==> src/core/vp_pkg.sv <==
// constants shared by the voltage protection element
package vp_pkg;
	// ==========================================
	// register byte offsets
	localparam logic [7:0] OFS_CTRL = 8'h00; // control bits
	localparam logic [7:0] OFS_PICKUP = 8'h04; // pickup, 1/1024 of nominal
	localparam logic [7:0] OFS_DROPOUT = 8'h08; // dropout ratio, 1/1024
	localparam logic [7:0] OFS_TDELAY = 8'h0C; // trip delay, cycles
	localparam logic [7:0] OFS_IMIN_THR = 8'h10; // minimum current threshold
	localparam logic [7:0] OFS_IMIN_DLY = 8'h14; // re-enable delay, cycles
	localparam logic [7:0] OFS_RATING = 8'h18; // transformer secondary rating
	localparam logic [7:0] OFS_STATUS = 8'h1C; // sticky events, write one to clear
	localparam logic [7:0] OFS_MASK = 8'h20; // interrupt mask
	localparam logic [7:0] OFS_STATE = 8'h24; // live state, read only
	// ==========================================
	// control field positions
	localparam int CB_UNDER = 0; // 1 undervoltage, 0 overvoltage
	localparam int CB_METH = 1; // two bits, measuring method
	localparam int CB_MEAS_PP = 3; // measuring mode phase to phase
	localparam int CB_CONN_PP = 4; // transformer_connection phase to phase
	localparam int CB_NEED = 5; // two bits, phases needed 1..3
	localparam int CB_IMIN_EN = 7; // minimum current check enable
	localparam int CB_EXT_ACT = 8; // external_block_activation
	localparam int CB_SUPV_EN = 9; // measuring circuit supervision
	localparam int CTRL_W = 10; // control width
	// ==========================================
	// measuring methods
	localparam logic [1:0] METH_FUND = 2'h0; // fundamental
	localparam logic [1:0] METH_RMS = 2'h1; // true rms
	localparam logic [1:0] METH_AVG = 2'h2; // sliding average
	localparam int AVG_WINDOW_MIN = 10; // upstream average window, minutes
	// ==========================================
	// status bits
	localparam int SB_ALARM = 0; // alarm rose
	localparam int SB_TRIP = 1; // trip rose
	localparam int SB_IMIN = 2; // minimum current block rose
	localparam int SB_LOWSET = 3; // pickup below supervision floor
	localparam int ST_W = 4; // status width
	// ==========================================
	// scaling and reset values
	localparam logic [15:0] INV_SQRT3 = 16'h0250; // 1/sqrt3 in 1/1024
	localparam logic [15:0] FLOOR_PU = 16'h001F; // 0.03 of nominal in 1/1024
	localparam logic [15:0] RST_PICKUP = 16'h0400; // nominal
	localparam logic [15:0] RST_DROPOUT = 16'h03E1; // about 0.97
	localparam logic [15:0] RST_RATING = 16'h0064; // plain default rating
	localparam logic [31:0] RST_TDELAY = 32'h0000_0010; // trip delay cycles
	localparam logic [1:0] RESP_OK = 2'h0; // okay
	localparam logic [1:0] RESP_ERR = 2'h2; // slave error
endpackage

==> src/core/vp_top.sv <==
// voltage protection element with axi4-lite register slave
// How it works
// - one structure, over or under mode
// - phase-ground: flags follow phase voltages
// - phase-phase: flags follow line voltages
// - compare fundamental or true rms value
// - sliding average option, ten minute window
// - nominal is rating over root three or rating
// - phase-phase connection forces phase-phase nominal
// - minimum current only in undervoltage mode
// - minimum current acts only when enabled
// - all currents below threshold block element
// - re-enable after delay once current returns
// - currents come from neutral side inputs
// - pickup below three percent in under mode sets a status flag
// - external block inhibits when activation set
// - pickup on one, two or three phases
`timescale 1ns/1ps
`default_nettype none
module vp_top (
	input wire logic aclk, // 250 MHz clock
	input wire logic aresetn, // synchronous reset, active low
	input wire logic ce, // clock enable, freezes state when low
	input wire logic [7:0] s_axi_awaddr, // write address
	input wire logic s_axi_awvalid, // write address valid
	output logic s_axi_awready, // write address ready
	input wire logic [31:0] s_axi_wdata, // write data
	input wire logic [3:0] s_axi_wstrb, // write strobes
	input wire logic s_axi_wvalid, // write data valid
	output logic s_axi_wready, // write data ready
	output logic [1:0] s_axi_bresp, // write response
	output logic s_axi_bvalid, // write response valid
	input wire logic s_axi_bready, // write response ready
	input wire logic [7:0] s_axi_araddr, // read address
	input wire logic s_axi_arvalid, // read address valid
	output logic s_axi_arready, // read address ready
	output logic [31:0] s_axi_rdata, // read data
	output logic [1:0] s_axi_rresp, // read response
	output logic s_axi_rvalid, // read data valid
	input wire logic s_axi_rready, // read data ready
	input wire logic [2:0][15:0] v_fund, // fundamental per channel
	input wire logic [2:0][15:0] v_rms, // true rms per channel
	input wire logic [2:0][15:0] v_avg, // sliding average per channel
	input wire logic [2:0][15:0] i_neutral, // neutral side currents
	input wire logic external_block_source, // assigned block signal
	input wire logic potential_loss_supervision, // supervision block
	input wire logic transformer_supervision, // supervision block
	output logic [2:0] phase_alarm, // per-phase alarm flags
	output logic [2:0] phase_trip, // per-phase trip flags
	output logic irq // level interrupt
);
	// ==========================================
	// helpers
	// scales a by b/1024
	function automatic logic [15:0] scale(input logic [15:0] a, input logic [15:0] b);
		logic [31:0] p;
		p = 32'(a) * 32'(b);
		return p[25:10];
	endfunction
	// byte-lane merge for writes
	function automatic logic [31:0] merge(input logic [31:0] o, input logic [31:0] d,
		input logic [3:0] s);
		logic [31:0] r;
		r = o;
		for (int k = 0; k < 4; k++) begin
			if (s[k]) r[k*8 +: 8] = d[k*8 +: 8];
		end
		return r;
	endfunction
	// ==========================================
	// local copies of package widths, declared ahead of their first use
	localparam int CTRL_W = vp_pkg::CTRL_W;
	localparam int ST_W = vp_pkg::ST_W;
	// ==========================================
	// register state
	logic awr_reg, awr_next, wr_reg, wr_next, bv_reg, bv_next; // write channel
	logic [7:0] awa_reg, awa_next; // latched write address
	logic [31:0] wd_reg, wd_next; // latched write data
	logic [3:0] ws_reg, ws_next; // latched strobes
	logic aw_hold_reg, aw_hold_next, w_hold_reg, w_hold_next; // halves held
	logic [1:0] br_reg, br_next, rr_reg, rr_next; // responses
	logic arr_reg, arr_next, rv_reg, rv_next; // read channel
	logic [31:0] rd_reg, rd_next; // read data
	logic [CTRL_W-1:0] ctrl_reg, ctrl_next; // control
	logic [15:0] pick_reg, pick_next, drop_reg, drop_next; // thresholds
	logic [31:0] tdl_reg, tdl_next, idl_reg, idl_next; // delays
	logic [15:0] ithr_reg, ithr_next, rate_reg, rate_next; // current, rating
	logic [ST_W-1:0] st_reg, st_next, msk_reg, msk_next; // irq bits
	logic irq_reg, irq_next; // interrupt flop
	// ==========================================
	// protection state
	logic [2:0] pp_reg, pp_next; // per-phase picked
	logic [2:0] al_reg, al_next, tr_reg, tr_next; // flags
	logic [31:0] tmr_reg, tmr_next; // trip timer
	logic iblk_reg, iblk_next; // minimum current block
	logic [31:0] icnt_reg, icnt_next; // re-enable counter
	logic under, conn_pp, meas_pp, all_low, inhibit, elem_pu, low_set;
	logic [15:0] nominal, thr, dthr; // nominal and thresholds
	logic [2:0][15:0] vsel; // selected voltages
	logic [1:0] cnt3, need; // phases picked, phases needed
	logic [ST_W-1:0] ev; // events this cycle
	// ==========================================
	// protection combinational
	always_comb begin
		under = ctrl_reg[vp_pkg::CB_UNDER];
		conn_pp = ctrl_reg[vp_pkg::CB_CONN_PP];
		meas_pp = conn_pp | ctrl_reg[vp_pkg::CB_MEAS_PP];
		nominal = meas_pp ? rate_reg : scale(rate_reg, vp_pkg::INV_SQRT3);
		thr = scale(nominal, pick_reg);
		dthr = scale(thr, drop_reg);
		low_set = under && (pick_reg < vp_pkg::FLOOR_PU);
		// channel i is phase i or line i(i+1) by wiring
		for (int i = 0; i < 3; i++) begin
			case (ctrl_reg[vp_pkg::CB_METH +: 2])
				vp_pkg::METH_FUND: vsel[i] = v_fund[i];
				vp_pkg::METH_RMS: vsel[i] = v_rms[i];
				vp_pkg::METH_AVG: vsel[i] = v_avg[i];
				default: vsel[i] = v_fund[i];
			endcase
		end
		cnt3 = 2'd0;
		for (int i = 0; i < 3; i++) begin
			// pickup with dropout hysteresis
			if (under) begin
				pp_next[i] = pp_reg[i] ? !(vsel[i] > dthr) : (vsel[i] < thr);
			end else begin
				pp_next[i] = pp_reg[i] ? !(vsel[i] < dthr) : (vsel[i] > thr);
			end
			cnt3 = cnt3 + 2'(pp_reg[i]);
		end
		need = (ctrl_reg[vp_pkg::CB_NEED +: 2] == 2'd0) ? 2'd1 : ctrl_reg[vp_pkg::CB_NEED +: 2];
		// minimum current check on neutral inputs
		all_low = (i_neutral[0] < ithr_reg) && (i_neutral[1] < ithr_reg)
			&& (i_neutral[2] < ithr_reg);
		iblk_next = iblk_reg;
		icnt_next = 32'd0;
		if (!(under && ctrl_reg[vp_pkg::CB_IMIN_EN])) begin
			iblk_next = 1'b0;
		end else if (all_low) begin
			iblk_next = 1'b1;
		end else if (iblk_reg) begin
			// hold block until delay expires
			if (icnt_reg >= idl_reg) iblk_next = 1'b0;
			else icnt_next = icnt_reg + 32'd1;
		end
		inhibit = (ctrl_reg[vp_pkg::CB_EXT_ACT] && external_block_source)
			|| (under && iblk_reg)
			|| (under && ctrl_reg[vp_pkg::CB_SUPV_EN]
			&& (potential_loss_supervision || transformer_supervision));
		elem_pu = (cnt3 >= need) && !inhibit;
		// trip timer runs while pickup persists
		tmr_next = !elem_pu ? 32'd0 : (tmr_reg < tdl_reg) ? tmr_reg + 32'd1 : tmr_reg;
		al_next = elem_pu ? pp_reg : 3'd0;
		tr_next = (elem_pu && tmr_reg >= tdl_reg) ? pp_reg : 3'd0;
		ev = '0;
		ev[vp_pkg::SB_ALARM] = (|al_next) && !(|al_reg);
		ev[vp_pkg::SB_TRIP] = (|tr_next) && !(|tr_reg);
		ev[vp_pkg::SB_IMIN] = iblk_next && !iblk_reg;
		ev[vp_pkg::SB_LOWSET] = low_set;
	end
	// ==========================================
	// bus combinational
	always_comb begin
		awr_next = awr_reg;
		wr_next = wr_reg;
		bv_next = bv_reg;
		br_next = br_reg;
		awa_next = awa_reg;
		wd_next = wd_reg;
		ws_next = ws_reg;
		aw_hold_next = aw_hold_reg;
		w_hold_next = w_hold_reg;
		arr_next = arr_reg;
		rv_next = rv_reg;
		rr_next = rr_reg;
		rd_next = rd_reg;
		ctrl_next = ctrl_reg;
		pick_next = pick_reg;
		drop_next = drop_reg;
		tdl_next = tdl_reg;
		idl_next = idl_reg;
		ithr_next = ithr_reg;
		rate_next = rate_reg;
		msk_next = msk_reg;
		st_next = st_reg;
		// capture address and data in either order
		if (s_axi_awvalid && awr_reg) begin
			awa_next = s_axi_awaddr;
			aw_hold_next = 1'b1;
			awr_next = 1'b0;
		end
		if (s_axi_wvalid && wr_reg) begin
			wd_next = s_axi_wdata;
			ws_next = s_axi_wstrb;
			w_hold_next = 1'b1;
			wr_next = 1'b0;
		end
		// perform write once both halves are held
		if (aw_hold_reg && w_hold_reg && !bv_reg) begin
			bv_next = 1'b1;
			br_next = vp_pkg::RESP_OK;
			aw_hold_next = 1'b0;
			w_hold_next = 1'b0;
			case (awa_reg)
				vp_pkg::OFS_CTRL: ctrl_next = CTRL_W'(merge(32'(ctrl_reg), wd_reg, ws_reg));
				vp_pkg::OFS_PICKUP: pick_next = 16'(merge(32'(pick_reg), wd_reg, ws_reg));
				vp_pkg::OFS_DROPOUT: drop_next = 16'(merge(32'(drop_reg), wd_reg, ws_reg));
				vp_pkg::OFS_TDELAY: tdl_next = merge(tdl_reg, wd_reg, ws_reg);
				vp_pkg::OFS_IMIN_THR: ithr_next = 16'(merge(32'(ithr_reg), wd_reg, ws_reg));
				vp_pkg::OFS_IMIN_DLY: idl_next = merge(idl_reg, wd_reg, ws_reg);
				vp_pkg::OFS_RATING: rate_next = 16'(merge(32'(rate_reg), wd_reg, ws_reg));
				vp_pkg::OFS_STATUS: st_next = st_reg & ~(ST_W'(wd_reg) & {ST_W{ws_reg[0]}});
				vp_pkg::OFS_MASK: msk_next = ST_W'(merge(32'(msk_reg), wd_reg, ws_reg));
				vp_pkg::OFS_STATE: br_next = vp_pkg::RESP_ERR;
				default: br_next = vp_pkg::RESP_ERR;
			endcase
		end
		if (bv_reg && s_axi_bready) begin
			bv_next = 1'b0;
			awr_next = 1'b1;
			wr_next = 1'b1;
		end
		// read: one at a time
		if (s_axi_arvalid && arr_reg) begin
			arr_next = 1'b0;
			rv_next = 1'b1;
			rr_next = vp_pkg::RESP_OK;
			case (s_axi_araddr)
				vp_pkg::OFS_CTRL: rd_next = 32'(ctrl_reg);
				vp_pkg::OFS_PICKUP: rd_next = 32'(pick_reg);
				vp_pkg::OFS_DROPOUT: rd_next = 32'(drop_reg);
				vp_pkg::OFS_TDELAY: rd_next = tdl_reg;
				vp_pkg::OFS_IMIN_THR: rd_next = 32'(ithr_reg);
				vp_pkg::OFS_IMIN_DLY: rd_next = idl_reg;
				vp_pkg::OFS_RATING: rd_next = 32'(rate_reg);
				vp_pkg::OFS_STATUS: rd_next = 32'(st_reg);
				vp_pkg::OFS_MASK: rd_next = 32'(msk_reg);
				// nominal in the upper half, flags below, bits 15:13 and 5:3 read zero
				vp_pkg::OFS_STATE: rd_next = {nominal, 3'd0, iblk_reg, tr_reg, al_reg, 3'd0, pp_reg};
				default: begin
					rd_next = 32'h0000_0000;
					rr_next = vp_pkg::RESP_ERR;
				end
			endcase
		end
		if (rv_reg && s_axi_rready) begin
			rv_next = 1'b0;
			arr_next = 1'b1;
		end
		// sticky events, set wins over clear
		st_next = st_next | ev;
		irq_next = |(st_reg & msk_reg);
	end
	// ==========================================
	// registers
	always_ff @(posedge aclk) begin
		if (!aresetn) begin
			{awr_reg, wr_reg, arr_reg} <= 3'b111;
			{bv_reg, rv_reg, aw_hold_reg, w_hold_reg, irq_reg, iblk_reg} <= 6'd0;
			{br_reg, rr_reg} <= 4'd0;
			awa_reg <= 8'h00;
			wd_reg <= 32'h0000_0000;
			ws_reg <= 4'h0;
			rd_reg <= 32'h0000_0000;
			ctrl_reg <= '0;
			pick_reg <= vp_pkg::RST_PICKUP;
			drop_reg <= vp_pkg::RST_DROPOUT;
			tdl_reg <= vp_pkg::RST_TDELAY;
			idl_reg <= vp_pkg::RST_TDELAY;
			ithr_reg <= 16'h0000;
			rate_reg <= vp_pkg::RST_RATING;
			st_reg <= '0;
			msk_reg <= '0;
			{pp_reg, al_reg, tr_reg} <= 9'd0;
			tmr_reg <= 32'h0000_0000;
			icnt_reg <= 32'h0000_0000;
		end else if (ce) begin
			{awr_reg, wr_reg, arr_reg} <= {awr_next, wr_next, arr_next};
			{bv_reg, rv_reg, aw_hold_reg, w_hold_reg} <= {bv_next, rv_next, aw_hold_next, w_hold_next};
			{irq_reg, iblk_reg} <= {irq_next, iblk_next};
			{br_reg, rr_reg} <= {br_next, rr_next};
			awa_reg <= awa_next;
			wd_reg <= wd_next;
			ws_reg <= ws_next;
			rd_reg <= rd_next;
			ctrl_reg <= ctrl_next;
			pick_reg <= pick_next;
			drop_reg <= drop_next;
			tdl_reg <= tdl_next;
			idl_reg <= idl_next;
			ithr_reg <= ithr_next;
			rate_reg <= rate_next;
			st_reg <= st_next;
			msk_reg <= msk_next;
			{pp_reg, al_reg, tr_reg} <= {pp_next, al_next, tr_next};
			tmr_reg <= tmr_next;
			icnt_reg <= icnt_next;
		end
	end
	// outputs straight from flops
	assign {s_axi_awready, s_axi_wready, s_axi_bvalid, s_axi_bresp} = {awr_reg, wr_reg, bv_reg, br_reg};
	assign {s_axi_arready, s_axi_rvalid, s_axi_rdata, s_axi_rresp} = {arr_reg, rv_reg, rd_reg, rr_reg};
	assign {phase_alarm, phase_trip, irq} = {al_reg, tr_reg, irq_reg};
endmodule
`default_nettype wire

==> config.mk <==
export PLATFORM = sky130hd
export DESIGN_NAME = vp_top
export DESIGN_NICKNAME = d
export VERILOG_FILES = /design/src/core/vp_pkg.sv /design/src/core/vp_top.sv
export SDC_FILE = /design/constraint.sdc
export NUM_CORES = 2
export LEC_CHECK = 0
export BUFFER_PORTS_ARGS = -buffer_cell sky130_fd_sc_hd__buf_2
export CAP_MARGIN = 20
export CORE_UTILIZATION = 30
export CTS_CLUSTER_SIZE = 40
export DETAILED_ROUTE_END_ITERATION = 8
export GPL_ROUTABILITY_DRIVEN = 0
export PLACE_DENSITY_LB_ADDON = 0.1
export SETUP_SLACK_MARGIN = 0.15
export SYNTH_ARGS = -nofsm -noshare
export SYNTH_HDL_FRONTEND = slang
export SYNTH_SLANG_ARGS = --single-unit
==> constraint.sdc <==
create_clock -name aclk -period 28.1 [get_ports aclk]
set_input_delay 1.405 -clock aclk [delete_from_list [all_inputs] [get_ports aclk]]
set_output_delay 1.405 -clock aclk [all_outputs]
set_load 0.02 [all_outputs]
==> reports/qor.yml <==
outcome:
  status: "complete, no violations"
logic_synthesis:
  synth_top_area_share_pct: 21.4
  synth_common_cells: "inv_1 (624), nand2_1 (561), ha_1 (391), fa_1 (372), dfxtp_1 (306)"
  yosysWarnings: 0
  synth_area_mm2: 0.0348
  yosys-mux-area-fraction_pct: 4.37
  synth-seq-cells: 306
  yosysTopAreaCell: "fa_1"
  avgSynthCellArea_um2: 8.31
  synth_compound_area_share_pct: 12.9
  synth_most_common_cell: "inv_1"
  synth_cell_types: 82
  synth_flop_cell: "dfxtp_1"
  synth_fa_ha_area_share_pct: 35.5
  syn-instance-count: 4192
  yosys.area_share.simple_pct: 18.4
  synth_edf_count: 0
  async_reset_ff_share_pct: 0
  synth-seq-area-share_pct: 17.6
  synth_xor_area_share_pct: 2.21
  ys_top_cells_by_area: "fa_1 (21%), dfxtp_1 (18%), ha_1 (14%)"
  synth_top_family_by_area: "adder cells"
routing:
  routedWlPerCell_um: 21.1
  drc: 0
  viasPerCell: 4.98
  dr_total_vias: 29601
  drtIter0Drc: 1814
  drt-total-wl_um: 125000
  detail-route-antenna-nets: 0
  dr.pass1.iters: 9
critical_path:
  worst_ep_arrival_time_ns: 18.18
  worst-path-max-fanout: 15
  worst_path_most_repeated_cell: "fa_1"
  cpPeakStageDelay_ns: 0.67
  cp_data_required_time_ns: 28.61
  critPathSlowestCell: "xnor3_1"
  critPathLaunchType: "register"
  critical_path_class: "register to register"
  cp-end-kind: "register"
global_route:
  use_met3_pct: 1.77
  gr-usage-all-layers_pct: 21.3
  grtUsageMet2_pct: 37.3
  grt_pass1_wl_um: 190000
  grt_max_degree: 115
  busiest_layer: "met2"
  gr-total-overflow: 0
  grt_pass1_vias: 29881
  use_met1_pct: 27.9
  antenna_found_initial: 8
flow_run:
  drv_cap: 0
sta:
  setup_viol: 0
  skew_ns: 0.0351
  fmax_mhz: 56.6
  maxSlewHeadroom_pct: 22.6
  tns_ns: 0
  rsz0062_at_grt: "no"
  fin_ws_ns: 10.43
  period_share_pct: 62.9
  slew_viol_final: 0
  whs_ns: 0.469
  tightestPinTransition_ns: 1.16
  hold_viol_final: 0
  finalCriticalPeriod_ns: 17.67
hold_path:
  worstHoldPathType: "register to register"
placement:
  hpwl_um: 98600
  post-place-ws_ns: 10.48
  port_buffers: 300
die:
  die_width_um: 343
  coreArea_mm2: 0.115
  num_io_pins: 303
  initial_core_util_pct: 30.4
  fp-row-count: 124
  die_h_um: 343
  dieArea_mm2: 0.117
clock_network:
  cts_htree_levels: 1
  post-cts-setup-buffer-count: 0
  numCtsBuffers: 31
  path_clk_slew_ns: 0.07
  cts_resized: 0
  max-clock-path-buffers: 3
  numClockSinks: 306
  hold_buffers: 0
  clock_latency_ns: 0.61
  cts_tree: "built"
  cts_root_buffer: "clkbuf_16"
power_and_ir_drop:
  powerDensity_mw_per_mm2: 26.0
  ir_drop_v: 0.0000375
  p_total_mw: 1.02
  total_leakage_power_nw: 17.9
finish:
  drive_above_1_share_pct: 10.6
  area_growth_pct: 12.8
  fin_util_pct: 34.3
  fill_cells: 12211
  nets: 5424
==> stage by stage <==
stage,std cells,cell area [µm²]
6_report,5944,39300
5_1_grt,5943,39300
4_1_cts,5941,39300
3_5_place_dp,5883,38100
3_3_place_gp,5883,38100
2_1_floorplan,4193,34800
==> cells in the final DEF, fill, tap and decap left out, types with 28 or more instances in the layout <==
| cell | netlist | final |
|---|---|---|
| a31oi_1 | 32 | 32 |
| nor3_1 | 32 | 30 |
| inv_1 | 624 | 624 |
| xor2_1 | 28 | 28 |
| nand3_1 | 81 | 81 |
| buf_2 | 3 | 300 |
| and2_1 | 189 | 189 |
| a22oi_1 | 88 | 88 |
| mux2i_1 | 151 | 151 |
| buf_4 | 2 | 81 |
| and3_1 | 45 | 45 |
| dfxtp_1 | 306 | 306 |
| nor2b_1 | 29 | 29 |
| ha_1 | 391 | 389 |
| nand2b_1 | 36 | 36 |
| nor2_1 | 291 | 285 |
| a21o_1 | 76 | 76 |
| nand2_1 | 561 | 561 |
| clkbuf_16 | 0 | 31 |
| nand4_1 | 45 | 45 |
| fa_1 | 372 | 372 |
| xnor2_1 | 40 | 40 |
| a21oi_1 | 187 | 186 |
| o21ai_0 | 125 | 121 |
==> worst paths after layout <==
| kind | slack, ns | cells past startpoint | endpoint | start |
|---|---|---|---|---|
| setup / recovery | 10.43 | 64 | pp_reg[1]$_SDFFE_PN0P_ | rate_reg[6]$_SDFFE_PN1P_ |
| hold / removal | 0.47 | 2 | ws_reg[2]$_SDFFE_PN0P_ | ws_reg[2]$_SDFFE_PN0P_ |
| setup reg to reg | 10.43 | 64 | pp_reg[1]$_SDFFE_PN0P_ | rate_reg[6]$_SDFFE_PN1P_ |
| hold reg to reg | 0.47 | 2 | ws_reg[2]$_SDFFE_PN0P_ | ws_reg[2]$_SDFFE_PN0P_ |
==> worst max-delay path, delay by kind of cell (launching register included) <==
family	cells	cell delay, ns
adders and majority gates	19	8.36
buffers and inverters	7	0.61
xor gates and xnor gates	4	1.42
and+or+nand+nor	10	1.74
DFF	1	0.50
AOI/OAI and AO/OA	24	4.93
==> final cells by class <==
| class | instances | area (µm²) | area share (%) |
|---|---|---|---|
| multi-input cells | 3060 | 25600 | 65.3 |
| flip-flops and latches | 306 | 6130 | 15.6 |
| inverters | 625 | 2350 | 5.99 |
| repair buffers | 382 | 2120 | 5.40 |
| well taps | 1512 | 1890 | 4.82 |
| clock buffers | 40 | 880 | 2.24 |
| clock inverters | 18 | 260 | 0.663 |
| diodes | 1 | 2.50 | 0.00637 |
==> power by group <==
part	leakage, nW	total (mW)	switching (mW)	internal (mW)
logic	14.9	0.0966	0.0580	0.0387
clock network	0.548	0.472	0.196	0.276
registers	2.47	0.451	0.0120	0.439
==> routing by layer <==
metal | up-vias | share of wire (%)
met5 | - | 0.034
met4 | 6 | 2.9
met3 | 144 | 4.1
met2 | 684 | 49
met1 | 14511 | 44
li1 | 14256 | -
==> logic make-up after synthesis <==
family | after synthesis
fa+ha+maj | 767
flops | 306
xor+xnor | 76
compound gates | 683
buf+inv | 827
simple gates | 1380
other cells | 1
mux | 152
No activity file was read; power rests on OpenSTA's default activity.
